**src/scan_pkg.sv**
```systemverilog
// constants, types and state record of the scan TAP master
//----------------------------------------------------------------------
//----------------------------------------------------------------------
package scan_pkg;

	// register byte offsets
	localparam logic [7:0] ADDR_CMD  = 8'h00;
	localparam logic [7:0] ADDR_STAT = 8'h04;
	localparam logic [7:0] ADDR_CFG  = 8'h08;
	localparam logic [7:0] ADDR_DISC = 8'h0C;
	localparam logic [7:0] ADDR_LEN  = 8'h10;
	localparam logic [7:0] ADDR_OUTQ = 8'h14;
	localparam logic [7:0] ADDR_INQ  = 8'h18;

	// field positions
	localparam int CMD_CLS_LSB        = 0;
	localparam int CMD_IR_BIT         = 2;
	localparam int CMD_SOFT_RESET_BIT = 7;
	localparam int STAT_BUSY_BIT      = 0;
	localparam int STAT_OUTFULL_BIT   = 6;
	localparam int STAT_INEMPTY_BIT   = 7;
	localparam int CFG_DELAY_LSB      = 0;
	localparam int CFG_LOOP_LSB       = 4;
	localparam int CFG_DISC_BIT       = 6;
	localparam int DISC_TMS_BIT       = 0;
	localparam int DISC_TDO_BIT       = 1;
	localparam int DISC_TRST_BIT      = 2;
	localparam int DISC_TCK_BIT       = 3;
	localparam int DISC_TDI_BIT       = 4;

	// sizes and cycle counts
	localparam logic [2:0] FIFO_DEPTH  = 3'h4;
	localparam logic [3:0] TCK_RISE_AT = 4'h7;
	localparam logic [3:0] TCK_FALL_AT = 4'hF;
	localparam int         TLR_LIMIT_CYCLES = 72;

	// values after reset
	localparam logic [3:0]  RST_DCTL  = 4'h7;
	localparam logic [3:0]  RST_DELAY = 4'h0;
	localparam logic [15:0] RST_LEN   = 16'h0000;

	typedef enum logic [1:0] {
		SC_NORMAL, SC_IN_ONLY, SC_OUT_ONLY, SC_RECIRC
	} scan_class_t;

	typedef enum logic [1:0] {
		LB_NONE, LB_OUTQ, LB_TMS, LB_SPARE
	} loop_mode_t;

	typedef enum logic [2:0] {
		TS_TLR, TS_RTI, TS_SEL_DR, TS_SEL_IR,
		TS_CAPTURE, TS_SHIFT, TS_EXIT1, TS_UPDATE
	} tap_state_t;

	typedef struct packed {
		logic tck;
		logic tms;
		logic tdo;
		logic trst;
	} tap_pins_t;

	localparam tap_pins_t RST_PINS = '{tck: 1'b0, tms: 1'b1,
		tdo: 1'b1, trst: 1'b1};

	typedef logic [3:0][7:0] fifo_mem_t;

	typedef struct packed {
		logic        aAct;
		logic        aWrite;
		logic [7:0]  aAddr;
		logic        rdDone;
		logic [31:0] rdata;
		scan_class_t cls;
		logic        isIr;
		logic [15:0] lenBits;
		logic [3:0]  returnDelayCount;
		loop_mode_t  loop;
		logic        cfgDisc;
		logic [3:0]  dctl;
		logic        cmdActive;
		logic        shDone;
		tap_state_t  tapSt;
		logic [3:0]  div;
		logic        tck;
		logic        tms;
		logic        tdo;
		logic [15:0] txLeft;
		logic [7:0]  txByte;
		logic [2:0]  txBitCnt;
		logic        txBit;
		logic        rxOn;
		logic [3:0]  rxSkip;
		logic [15:0] rxLeft;
		logic [7:0]  asm;
		logic [2:0]  asmCnt;
		fifo_mem_t   outQ;
		logic [1:0]  outWr;
		logic [1:0]  outRd;
		logic [2:0]  outCnt;
		fifo_mem_t   inQ;
		logic [1:0]  inWr;
		logic [1:0]  inRd;
		logic [2:0]  inCnt;
		logic [2:0]  tdiSync;
		logic        tdiVal;
		tap_pins_t   pins;
		logic        outFull;
		logic        inEmpty;
	} master_state_t;

endpackage : scan_pkg

```
**src/scan_tap_master.sv**
```systemverilog
// scan TAP master: scan FIFOs, scan classes, loopback, discrete, reset
`timescale 1ns/1ns
module scan_tap_master (
	// reference clock (TCK source), reset, freeze
	input  wire logic          clk,
	input  wire logic          rst,
	input  wire logic          ce,
	// AHB-Lite slave
	input  wire logic          hsel,
	input  wire logic [31:0]   haddr,
	input  wire logic [1:0]    htrans,
	input  wire logic          hwrite,
	input  wire logic [2:0]    hsize,
	input  wire logic [31:0]   hwdata,
	input  wire logic          hready,
	output logic               hreadyout,
	output logic [31:0]        hrdata,
	output logic               hresp,
	// TAP pins
	input  wire logic          tdi,
	output scan_pkg::tap_pins_t tapPins,
	// buffer status
	output logic               outFifoFullFlag,
	output logic               inFifoEmptyFlag
);

	//------------------------------------------------------------------
	// state, helpers
	//------------------------------------------------------------------
	scan_pkg::master_state_t st_r;
	scan_pkg::master_state_t st_nxt;
	logic       dataWr;
	logic       dataRd;
	logic       busHold;
	logic       riseNow;
	logic       fallNow;
	logic       txUse;
	logic       stall;
	logic       bitV;
	logic [7:0] byteV;
	logic [7:0] inByte;
	logic       pushOut;
	logic       popOut;
	logic       pushIn;
	logic       popIn;
	logic       clrOut;
	logic       softRst;

	// reset image shared by pin reset and soft reset
	function automatic scan_pkg::master_state_t rst_state();
		scan_pkg::master_state_t s;
		s = '0;
		s.tms = 1'b1;
		s.tdo = 1'b1;
		s.dctl = scan_pkg::RST_DCTL;
		s.returnDelayCount = scan_pkg::RST_DELAY;
		s.lenBits = scan_pkg::RST_LEN;
		s.pins = scan_pkg::RST_PINS;
		s.inEmpty = 1'b1;
		return s;
	endfunction : rst_state

	// target TAP walk as seen from our TMS
	function automatic scan_pkg::tap_state_t next_tap(
		input scan_pkg::tap_state_t cur, input logic tms);
		scan_pkg::tap_state_t nx;
		nx = cur;
		unique case (cur)
			scan_pkg::TS_TLR:
				nx = tms ? scan_pkg::TS_TLR : scan_pkg::TS_RTI;
			scan_pkg::TS_RTI:
				nx = tms ? scan_pkg::TS_SEL_DR : scan_pkg::TS_RTI;
			scan_pkg::TS_SEL_DR:
				nx = tms ? scan_pkg::TS_SEL_IR : scan_pkg::TS_CAPTURE;
			scan_pkg::TS_SEL_IR:
				nx = tms ? scan_pkg::TS_TLR : scan_pkg::TS_CAPTURE;
			scan_pkg::TS_CAPTURE:
				nx = tms ? scan_pkg::TS_EXIT1 : scan_pkg::TS_SHIFT;
			scan_pkg::TS_SHIFT:
				nx = tms ? scan_pkg::TS_EXIT1 : scan_pkg::TS_SHIFT;
			scan_pkg::TS_EXIT1:
				nx = tms ? scan_pkg::TS_UPDATE : scan_pkg::TS_SHIFT;
			scan_pkg::TS_UPDATE:
				nx = tms ? scan_pkg::TS_SEL_DR : scan_pkg::TS_RTI;
		endcase
		return nx;
	endfunction : next_tap

	// pin source: discrete register, loopback or generator
	function automatic scan_pkg::tap_pins_t pin_mux(
		input scan_pkg::master_state_t s);
		scan_pkg::tap_pins_t p;
		p = scan_pkg::RST_PINS;
		p.tck = s.tck;
		if (s.cfgDisc) begin
			p.tck = s.dctl[scan_pkg::DISC_TCK_BIT];
			p.tms = s.dctl[scan_pkg::DISC_TMS_BIT];
			p.tdo = s.dctl[scan_pkg::DISC_TDO_BIT];
			p.trst = s.dctl[scan_pkg::DISC_TRST_BIT];
		end else if (s.loop == scan_pkg::LB_NONE) begin
			p.tms = s.tms;
			p.tdo = s.tdo;
		end // loopback keeps tms/tdo high
		return p;
	endfunction : pin_mux

	// register read image
	function automatic logic [31:0] read_word(
		input scan_pkg::master_state_t s);
		logic [31:0] w;
		w = '0;
		unique case (s.aAddr)
			scan_pkg::ADDR_CMD: begin
				w[scan_pkg::CMD_CLS_LSB +: 2] = s.cls;
				w[scan_pkg::CMD_IR_BIT] = s.isIr;
			end
			scan_pkg::ADDR_STAT: begin
				w[scan_pkg::STAT_BUSY_BIT] = s.cmdActive;
				w[scan_pkg::STAT_OUTFULL_BIT] = s.outFull;
				w[scan_pkg::STAT_INEMPTY_BIT] = s.inEmpty;
			end
			scan_pkg::ADDR_CFG: begin
				w[scan_pkg::CFG_DELAY_LSB +: 4] = s.returnDelayCount;
				w[scan_pkg::CFG_LOOP_LSB +: 2] = s.loop;
				w[scan_pkg::CFG_DISC_BIT] = s.cfgDisc;
			end
			scan_pkg::ADDR_DISC: begin
				w[3:0] = s.dctl;
				w[scan_pkg::DISC_TDI_BIT] = s.tdiVal;
			end
			scan_pkg::ADDR_LEN: w[15:0] = s.lenBits;
			scan_pkg::ADDR_INQ: w[7:0] = s.inQ[s.inRd];
			default: w = '0;
		endcase
		return w;
	endfunction : read_word

	//------------------------------------------------------------------
	// bus handshake and TCK timing
	//------------------------------------------------------------------
	// reads take one wait state so hrdata comes from a flop
	assign dataWr = st_r.aAct && st_r.aWrite;
	assign dataRd = st_r.aAct && !st_r.aWrite;
	assign busHold = (dataWr && st_r.aAddr == scan_pkg::ADDR_OUTQ
		&& st_r.outCnt == scan_pkg::FIFO_DEPTH)
		|| (dataRd && !st_r.rdDone);
	assign hreadyout = !busHold;
	assign hrdata = st_r.rdata;
	assign hresp = 1'b0;
	assign tapPins = st_r.pins;
	assign outFifoFullFlag = st_r.outFull;
	assign inFifoEmptyFlag = st_r.inEmpty;
	assign riseNow = st_r.div == scan_pkg::TCK_RISE_AT;
	assign fallNow = st_r.div == scan_pkg::TCK_FALL_AT;
	assign txUse = st_r.cls == scan_pkg::SC_NORMAL
		|| st_r.cls == scan_pkg::SC_OUT_ONLY;
	// gate TCK rather than lose a bit when a FIFO runs dry or full
	assign stall = st_r.cmdActive && ((fallNow
		&& st_r.tapSt == scan_pkg::TS_SHIFT && txUse
		&& st_r.txBitCnt == 3'h0 && st_r.outCnt == 3'h0)
		|| (riseNow && st_r.rxOn
		&& st_r.inCnt == scan_pkg::FIFO_DEPTH));

	//------------------------------------------------------------------
	// next state
	//------------------------------------------------------------------
	always_comb begin
		st_nxt = st_r;
		bitV = 1'b0;
		byteV = '0;
		inByte = '0;
		pushOut = 1'b0;
		popOut = 1'b0;
		pushIn = 1'b0;
		popIn = 1'b0;
		clrOut = 1'b0;
		softRst = 1'b0;
		// three-stage TDI synchroniser, change taken when 2 and 3 agree
		st_nxt.tdiSync = {st_r.tdiSync[1:0], tdi};
		if (st_r.tdiSync[1] == st_r.tdiSync[2])
			st_nxt.tdiVal = st_r.tdiSync[2];
		// read capture; an empty incoming FIFO keeps the wait going
		if (dataRd && !st_r.rdDone && !(st_r.aAddr == scan_pkg::ADDR_INQ
			&& st_r.inCnt == 3'h0)) begin
			st_nxt.rdDone = 1'b1;
			st_nxt.rdata = read_word(st_r);
			popIn = st_r.aAddr == scan_pkg::ADDR_INQ;
		end
		if (st_r.aAct && !busHold)
			st_nxt.aAct = 1'b0;
		// register writes take effect when the data phase ends
		if (dataWr && !busHold) begin
			unique case (st_r.aAddr)
				scan_pkg::ADDR_CMD: begin
					if (hwdata[scan_pkg::CMD_SOFT_RESET_BIT]) begin
						softRst = 1'b1;
					end else if (!st_r.cfgDisc && !st_r.cmdActive
						&& st_r.lenBits != 16'h0000) begin
						st_nxt.cls = scan_pkg::scan_class_t'(
							hwdata[scan_pkg::CMD_CLS_LSB +: 2]);
						st_nxt.isIr = hwdata[scan_pkg::CMD_IR_BIT];
						st_nxt.cmdActive = 1'b1;
						st_nxt.shDone = 1'b0;
						st_nxt.txLeft = st_r.lenBits;
						st_nxt.txBitCnt = 3'h0;
						clrOut = 1'b1;
					end
				end
				scan_pkg::ADDR_CFG: begin
					st_nxt.returnDelayCount =
						hwdata[scan_pkg::CFG_DELAY_LSB +: 4];
					st_nxt.loop = scan_pkg::loop_mode_t'(
						hwdata[scan_pkg::CFG_LOOP_LSB +: 2]);
					st_nxt.cfgDisc = hwdata[scan_pkg::CFG_DISC_BIT];
				end
				scan_pkg::ADDR_DISC: st_nxt.dctl = hwdata[3:0];
				scan_pkg::ADDR_LEN: st_nxt.lenBits = hwdata[15:0];
				scan_pkg::ADDR_OUTQ: pushOut = 1'b1;
				default: ;
			endcase
		end
		// TCK divider, reference clock over 16
		if (!stall) begin
			st_nxt.div = 4'(st_r.div + 4'h1);
			if (riseNow)
				st_nxt.tck = 1'b1;
			if (fallNow)
				st_nxt.tck = 1'b0;
		end
		// falling edge: TMS and TDO for the next rising edge
		if (!stall && fallNow) begin
			st_nxt.tdo = 1'b1;
			if (!st_r.cmdActive) begin
				// idle sits in Run-Test/Idle; from any other state it walks back to, and sits in, Test-Logic-Reset
				st_nxt.tms = st_r.tapSt != scan_pkg::TS_RTI;
			end else begin
				unique case (st_r.tapSt)
					scan_pkg::TS_TLR: st_nxt.tms = 1'b0;
					scan_pkg::TS_RTI: st_nxt.tms = !st_r.shDone;
					scan_pkg::TS_SEL_DR: st_nxt.tms = st_r.isIr;
					scan_pkg::TS_SEL_IR: st_nxt.tms = 1'b0;
					scan_pkg::TS_CAPTURE: st_nxt.tms = 1'b0;
					scan_pkg::TS_EXIT1: st_nxt.tms = 1'b1;
					// target latches the update on this edge
					scan_pkg::TS_UPDATE: st_nxt.tms = 1'b0;
					scan_pkg::TS_SHIFT: begin
						if (txUse) begin
							byteV = st_r.txByte;
							if (st_r.txBitCnt == 3'h0) begin
								byteV = st_r.outQ[st_r.outRd];
								popOut = 1'b1;
							end
							bitV = byteV[0];
							st_nxt.txByte = {1'b0, byteV[7:1]};
							st_nxt.txBitCnt = 3'(st_r.txBitCnt + 3'h1);
						end else if (st_r.cls == scan_pkg::SC_RECIRC) begin
							bitV = st_r.tdiVal;
						end else begin
							bitV = 1'b1;
						end
						st_nxt.txBit = bitV;
						st_nxt.tdo = bitV;
						st_nxt.tms = st_r.txLeft == 16'h0001;
						st_nxt.txLeft = 16'(st_r.txLeft - 16'h0001);
					end
				endcase
			end
		end
		// rising edge: follow the target and sample the return data
		if (!stall && riseNow) begin
			st_nxt.tapSt = next_tap(st_r.tapSt, st_r.tms);
			if (st_r.cmdActive && !st_r.tms
				&& st_r.tapSt == scan_pkg::TS_CAPTURE) begin
				st_nxt.rxOn = st_r.cls != scan_pkg::SC_OUT_ONLY;
				st_nxt.rxSkip = st_r.returnDelayCount;
				st_nxt.rxLeft = st_r.lenBits;
				st_nxt.asm = '0;
				st_nxt.asmCnt = 3'h0;
			end
			if (st_r.cmdActive && !st_r.tms
				&& st_r.tapSt == scan_pkg::TS_UPDATE)
				st_nxt.shDone = 1'b1;
			if (st_r.rxOn) begin
				if (st_r.rxSkip != 4'h0) begin
					st_nxt.rxSkip = 4'(st_r.rxSkip - 4'h1);
				end else begin
					if (st_r.loop == scan_pkg::LB_OUTQ)
						bitV = st_r.txBit;
					else if (st_r.loop == scan_pkg::LB_TMS)
						bitV = st_r.tms;
					else
						bitV = st_r.tdiVal;
					byteV = st_r.asm;
					byteV[st_r.asmCnt] = bitV;
					st_nxt.asm = byteV;
					st_nxt.asmCnt = 3'(st_r.asmCnt + 3'h1);
					st_nxt.rxLeft = 16'(st_r.rxLeft - 16'h0001);
					if (st_r.asmCnt == 3'h7 || st_r.rxLeft == 16'h0001) begin
						pushIn = 1'b1;
						inByte = byteV;
						st_nxt.asm = '0;
						st_nxt.asmCnt = 3'h0;
					end
					if (st_r.rxLeft == 16'h0001)
						st_nxt.rxOn = 1'b0;
				end
			end
		end
		// command ends back in Run-Test/Idle once all bits are in
		if (st_r.cmdActive && st_r.shDone && !st_r.rxOn
			&& st_r.tapSt == scan_pkg::TS_RTI)
			st_nxt.cmdActive = 1'b0;
		// outgoing FIFO
		if (clrOut) begin
			st_nxt.outWr = 2'h0;
			st_nxt.outRd = 2'h0;
			st_nxt.outCnt = 3'h0;
		end else begin
			if (pushOut) begin
				st_nxt.outQ[st_r.outWr] = hwdata[7:0];
				st_nxt.outWr = 2'(st_r.outWr + 2'h1);
			end
			if (popOut)
				st_nxt.outRd = 2'(st_r.outRd + 2'h1);
			if (pushOut && !popOut)
				st_nxt.outCnt = 3'(st_r.outCnt + 3'h1);
			else if (popOut && !pushOut)
				st_nxt.outCnt = 3'(st_r.outCnt - 3'h1);
		end
		// incoming FIFO
		if (pushIn) begin
			st_nxt.inQ[st_r.inWr] = inByte;
			st_nxt.inWr = 2'(st_r.inWr + 2'h1);
		end
		if (popIn)
			st_nxt.inRd = 2'(st_r.inRd + 2'h1);
		if (pushIn && !popIn)
			st_nxt.inCnt = 3'(st_r.inCnt + 3'h1);
		else if (popIn && !pushIn)
			st_nxt.inCnt = 3'(st_r.inCnt - 3'h1);
		// discrete mode stops any command in flight
		if (st_nxt.cfgDisc) begin
			st_nxt.cmdActive = 1'b0;
			st_nxt.rxOn = 1'b0;
		end
		// soft reset loads the same image as the reset pin
		if (softRst)
			st_nxt = rst_state();
		// address phase; upper address bits are not decoded
		if (hsel && htrans[1] && hready) begin
			st_nxt.aAct = 1'b1;
			st_nxt.aWrite = hwrite;
			st_nxt.aAddr = haddr[7:0];
			st_nxt.rdDone = 1'b0;
		end
		st_nxt.pins = pin_mux(st_nxt);
		st_nxt.outFull = st_nxt.outCnt == scan_pkg::FIFO_DEPTH;
		st_nxt.inEmpty = st_nxt.inCnt == 3'h0;
	end

	// state register; rst and soft reset share one image
	always_ff @(posedge clk) begin
		if (rst)
			st_r <= rst_state();
		else if (ce)
			st_r <= st_nxt;
	end
endmodule : scan_tap_master

```
**config.mk**
```make
export PLATFORM = sky130hd
export DESIGN_NAME = scan_tap_master
export DESIGN_NICKNAME = d
export VERILOG_FILES = /design/src/scan_pkg.sv /design/src/scan_tap_master.sv
export SDC_FILE = /design/constraint.sdc
export NUM_CORES = 1
export LEC_CHECK = 0
export BUFFER_PORTS_ARGS = -buffer_cell sky130_fd_sc_hd__clkbuf_2
export CAP_MARGIN = 5
export CORE_ASPECT_RATIO = 1.1
export CORE_MARGIN = 2
export CORE_UTILIZATION = 50
export DETAILED_ROUTE_END_ITERATION = 8
export GPL_ROUTABILITY_DRIVEN = 0
export GPL_TIMING_DRIVEN = 1
export MAX_ROUTING_LAYER = met4
export PLACE_DENSITY = 0.76
export SETUP_SLACK_MARGIN = 0.3
export SYNTH_ARGS = -nofsm -noshare
export SYNTH_HDL_FRONTEND = slang
export SYNTH_SLANG_ARGS = --single-unit
```
**constraint.sdc**
```tcl
create_clock -name clk -period 2.65 [get_ports clk]
set_clock_uncertainty 0.05 [all_clocks]
set_input_delay 0.1325 -clock clk [delete_from_list [all_inputs] [get_ports clk]]
set_output_delay 0.1325 -clock clk [all_outputs]
set_load 0.005 [all_outputs]
```
==> results.yml <==
outcome:
  run_status: "completed"
critical_path:
  worst_ep_arrival_time_ps: 2800
  crit_path_end_kind: "register"
  r2r_start: "st_r[122]"
  setup.reg_to_reg.worst_slack_ps: 250
  critical-path-top-delay-family: "simple AND/OR/NAND/NOR gates"
  cp_data_required_time_ps: 3050
  critical-path-slowest-cell: "or3_4"
  cp_cell_sequence: "inv_2 > ha_4 > or3b_4 > nor2_4 > buf_4 > or3_4 > nor4_2 > nor3_1 > a2111oi_1 > a21o_1"
  path_buf_inv: 2
  max_stage_delay_ps: 430
  rr_worst_depth: 10
  cp-start-kind: "register"
  timing.rr.end: "st_r[145]"
  timing_worst_setup_path_type: "register to register"
  worstPathMaxFanout: 5
cts:
  number_of_cts_inserted_buffers: 24
  clkLatencyLatePin_ps: 540
  cts_tree: "done"
  cts_htree_levels: 1
  path_clk_slew_ps: 60
  cts-root-to-sink-buffers: 3
  root_buffer: "clkbuf_16"
  cts.sinks: 216
global_routing:
  grt_antenna_before_repair: 0
  first_global_vias: 10500
  globalRouteTotalUtil_pct: 28.9
  globalRouteOverflowTotal: 0
  grt_start_max_net_pins: 191
  grt_first_pass_wirelength_mm: 54.8
cells_and_area:
  multi_input_comb_area_um2: 7020
  n_antenna_cell: 0
  final-seq-area_um2: 4350
  drive_gt1_share_pct: 25.9
  final_nets: 1595
  nFillCells: 1833
  area_delta_synth_final_pct: 23.8
timing:
  slew_viol_final: 0
  fmax_mhz: 416
  worst-slew-pin-transition_ps: 994
  setup_violations: 0
  setup_tns_ps: 0
  min_period_over_period_pct: 90.7
  worst_slew_margin_rel_pct: 33.5
  report.final.hold_viol_count: 0
  final.min_clock_period_ps: 2400
  setup_repair_after_global_routing_missed_its_margin: "true"
  postLayoutSetupSlackWorst_ps: 245
die:
  die-area_um2: 24100
  die_height_um: 163
  design.portCount: 116
  core_um2: 22600
  fp-row-count: 58
  floorplan.die.width_um: 148
  start_util_pct: 50.5
yosys:
  syn_area_per_cell_um2: 8.26
  synth_area_um2: 11400
  synthDominantAreaCellType: "dfxtp_1"
  synth.yosys.warnings: 0
  post-synth-top-count-cell: "dfxtp_1"
  top_cell_types_by_occurrence_after_synthesis: "dfxtp_1 (216), nor2_1 (206), nand2_1 (111)"
  synth_seq_area_share_pct: 37.8
  synth_top_cell_area_share_pct: 37.8
  post_synth_num_cell_types: 84
  synthTopCellsByArea: "dfxtp_1 (38%), a22oi_1 (7.0%), nor2_1 (6.8%), a21oi_1 (4.4%), nand2_1 (3.6%)"
  postSynthCellCount: 1384
  ys_seq_elements: 216
  synth_async_sr_flop_share_pct: 0
  synth-main-ff-cell: "dfxtp_1"
  synth_edf_count: 0
drt:
  drc: 0
  detail_route.vias_per_cell: 6.33
  remaining_antenna_violation_count: 0
  wl_mm: 35.9
  via_count: 11400
  drtPass1Iterations: 6
  drt_first_iter_violations: 1031
  avgRoutedWirePerCell_um: 19.9
power_and_ir_drop:
  intPower_mw: 5.31
  power_switching_mw: 1.58
  switching_share_pct: 22.9
  power.leakage_nw: 5.20
  share_clk_of_total_power_pct: 48.4
  power_density_nw_per_um2: 487
  seq_power_share_pct: 47.4
  power.ir.vdd_worst_mv: 0.470
  share_comb_of_total_power_pct: 4.2
placed_design:
  buffer_ports.inserted: 54
  dpl_worst_slack_ps: 15.3
  hpwl_mm: 23.4
hold_path:
  hold_class: "primary input to register"
  worst_hold_startpoint: "htrans[1]"
  min_to: "st_r[230]"
  min_delay_path_depth: 4
job:
  max-cap-violations: 0
## worst reg2reg max path, stage by stage, from the launching register on
cell and delay, ps:
dfxtp_2 350, inv_2 50, ha_4 160, or3b_4 290, nor2_4 60, buf_4 130, or3_4 430, nor4_2 210
nor3_1 80, a2111oi_1 410, a21o_1 130
## per-stage QoR
| step | util, % | power (mW) | hold WS, ps | instances | instance area, µm² |
|---|---|---|---|---|---|
| global route | 62.5 | 7.09 | 253 | 1809 | 14200 |
| global placement | 53.5 | 3.56 | 311 | 1704 | 12100 |
| CTS | 59.0 | 6.89 | 170 | 1778 | 13400 |
| finish | 62.5 | 6.89 | 199 | 1809 | 14200 |
| floorplan | - | 3.48 | 215 | 1400 | 11500 |
| detailed placement | 53.5 | 3.56 | 308 | 1704 | 12100 |
## power by group through the flow
stage	logic (mW)	registers, mW	clock network [mW]
floorplan	0.150	3.33	0
detailed placement	0.219	3.34	0
global placement	0.219	3.34	0
CTS	0.258	3.27	3.36
global route	0.306	3.27	3.52
finish	0.289	3.27	3.34
## worst max-delay path by stage
stage / slack [ps] / start / cells past startpoint / endpoint
4_1_cts: 230 / st_r[151] / 8 / st_r[145]
3_5_place_dp: 20 / st_r[225] / 8 / st_r[158]
3_3_place_gp: 80 / st_r[225] / 8 / st_r[158]
5_1_grt: 180 / st_r[179] / 8 / st_r[69]
6_report: 250 / st_r[122] / 10 / st_r[145]
2_1_floorplan: 320 / st_r[10] / 10 / st_r[98]
## final cells by class
cell class	instances	share of cell area, %
Clock buffer	29	4.66
Clock inverter	11	0.910
Inverter	27	0.716
Multi-Input combinational cell	1028	49.6
Sequential cell	216	30.7
Tap cell	300	2.65
Timing Repair Buffer	198	10.7
## registers in the layout, indices dropped and copies added (netlist names)
register / cells
inFifoEmptyFlag: 1
hrdata: 16
outFifoFullFlag: 1
st_r: 194
tapPins: 4
## routing by layer
layer / vias to the layer above / global-route usage (%) / wire (µm)
met3: 144 / 4.90 / 3070
li1: 5255 / - / -
met1: 5482 / 35.8 / 14000
met4: 0 / 14.1 / 1990
met5: - / - / 0
met2: 564 / 45.7 / 16800
## cell usage in the layout (no fill, tap or decap), drive strengths merged, types with 11 or more instances in the layout
cell	synthesis	layout
nand2b	19	19
conb	1	17
mux4	16	16
nand2	112	113
a21oi	105	105
a22oi	107	107
nand3	46	46
ha	24	24
dlygate4sd3	0	29
a22o	15	15
nor2	208	208
nor4	18	18
mux2	11	11
a31oi	13	13
nor3	35	35
a32oi	15	15
nand4	13	13
inv	27	27
dfxtp	216	216
buf	70	115
and3	19	19
and2	12	12
o21ai	57	57
clkbuf	60	82
a211oi	17	17
mux2i	17	17
## timing repair
item / CTS / global route
endpoints found under the hold margin: 55 / 0
setup buffers: 5 / 29
endpoints found under the setup margin: 119 / 153
hold buffers: 29 / 0
resized for setup: 40 / 134
cloned: 0 / 2
pin swaps: 7 / 28
## kinds of logic (layout without fill, tap and decap cells)
family	Yosys count	count (layout)	synth area share, %
AND/OR/NAND/NOR	537	538	22.5
XOR/XNOR	5	5	0.383
multiplexers	44	44	5.72
buffers and inverters	157	265	6.81
adder cells (fa/ha/maj)	24	24	2.63
other	1	17	0.0328
AO/OA/AOI/OAI	400	400	24.0
flip-flops	216	216	37.8
(Power assumes the default switching activity.)
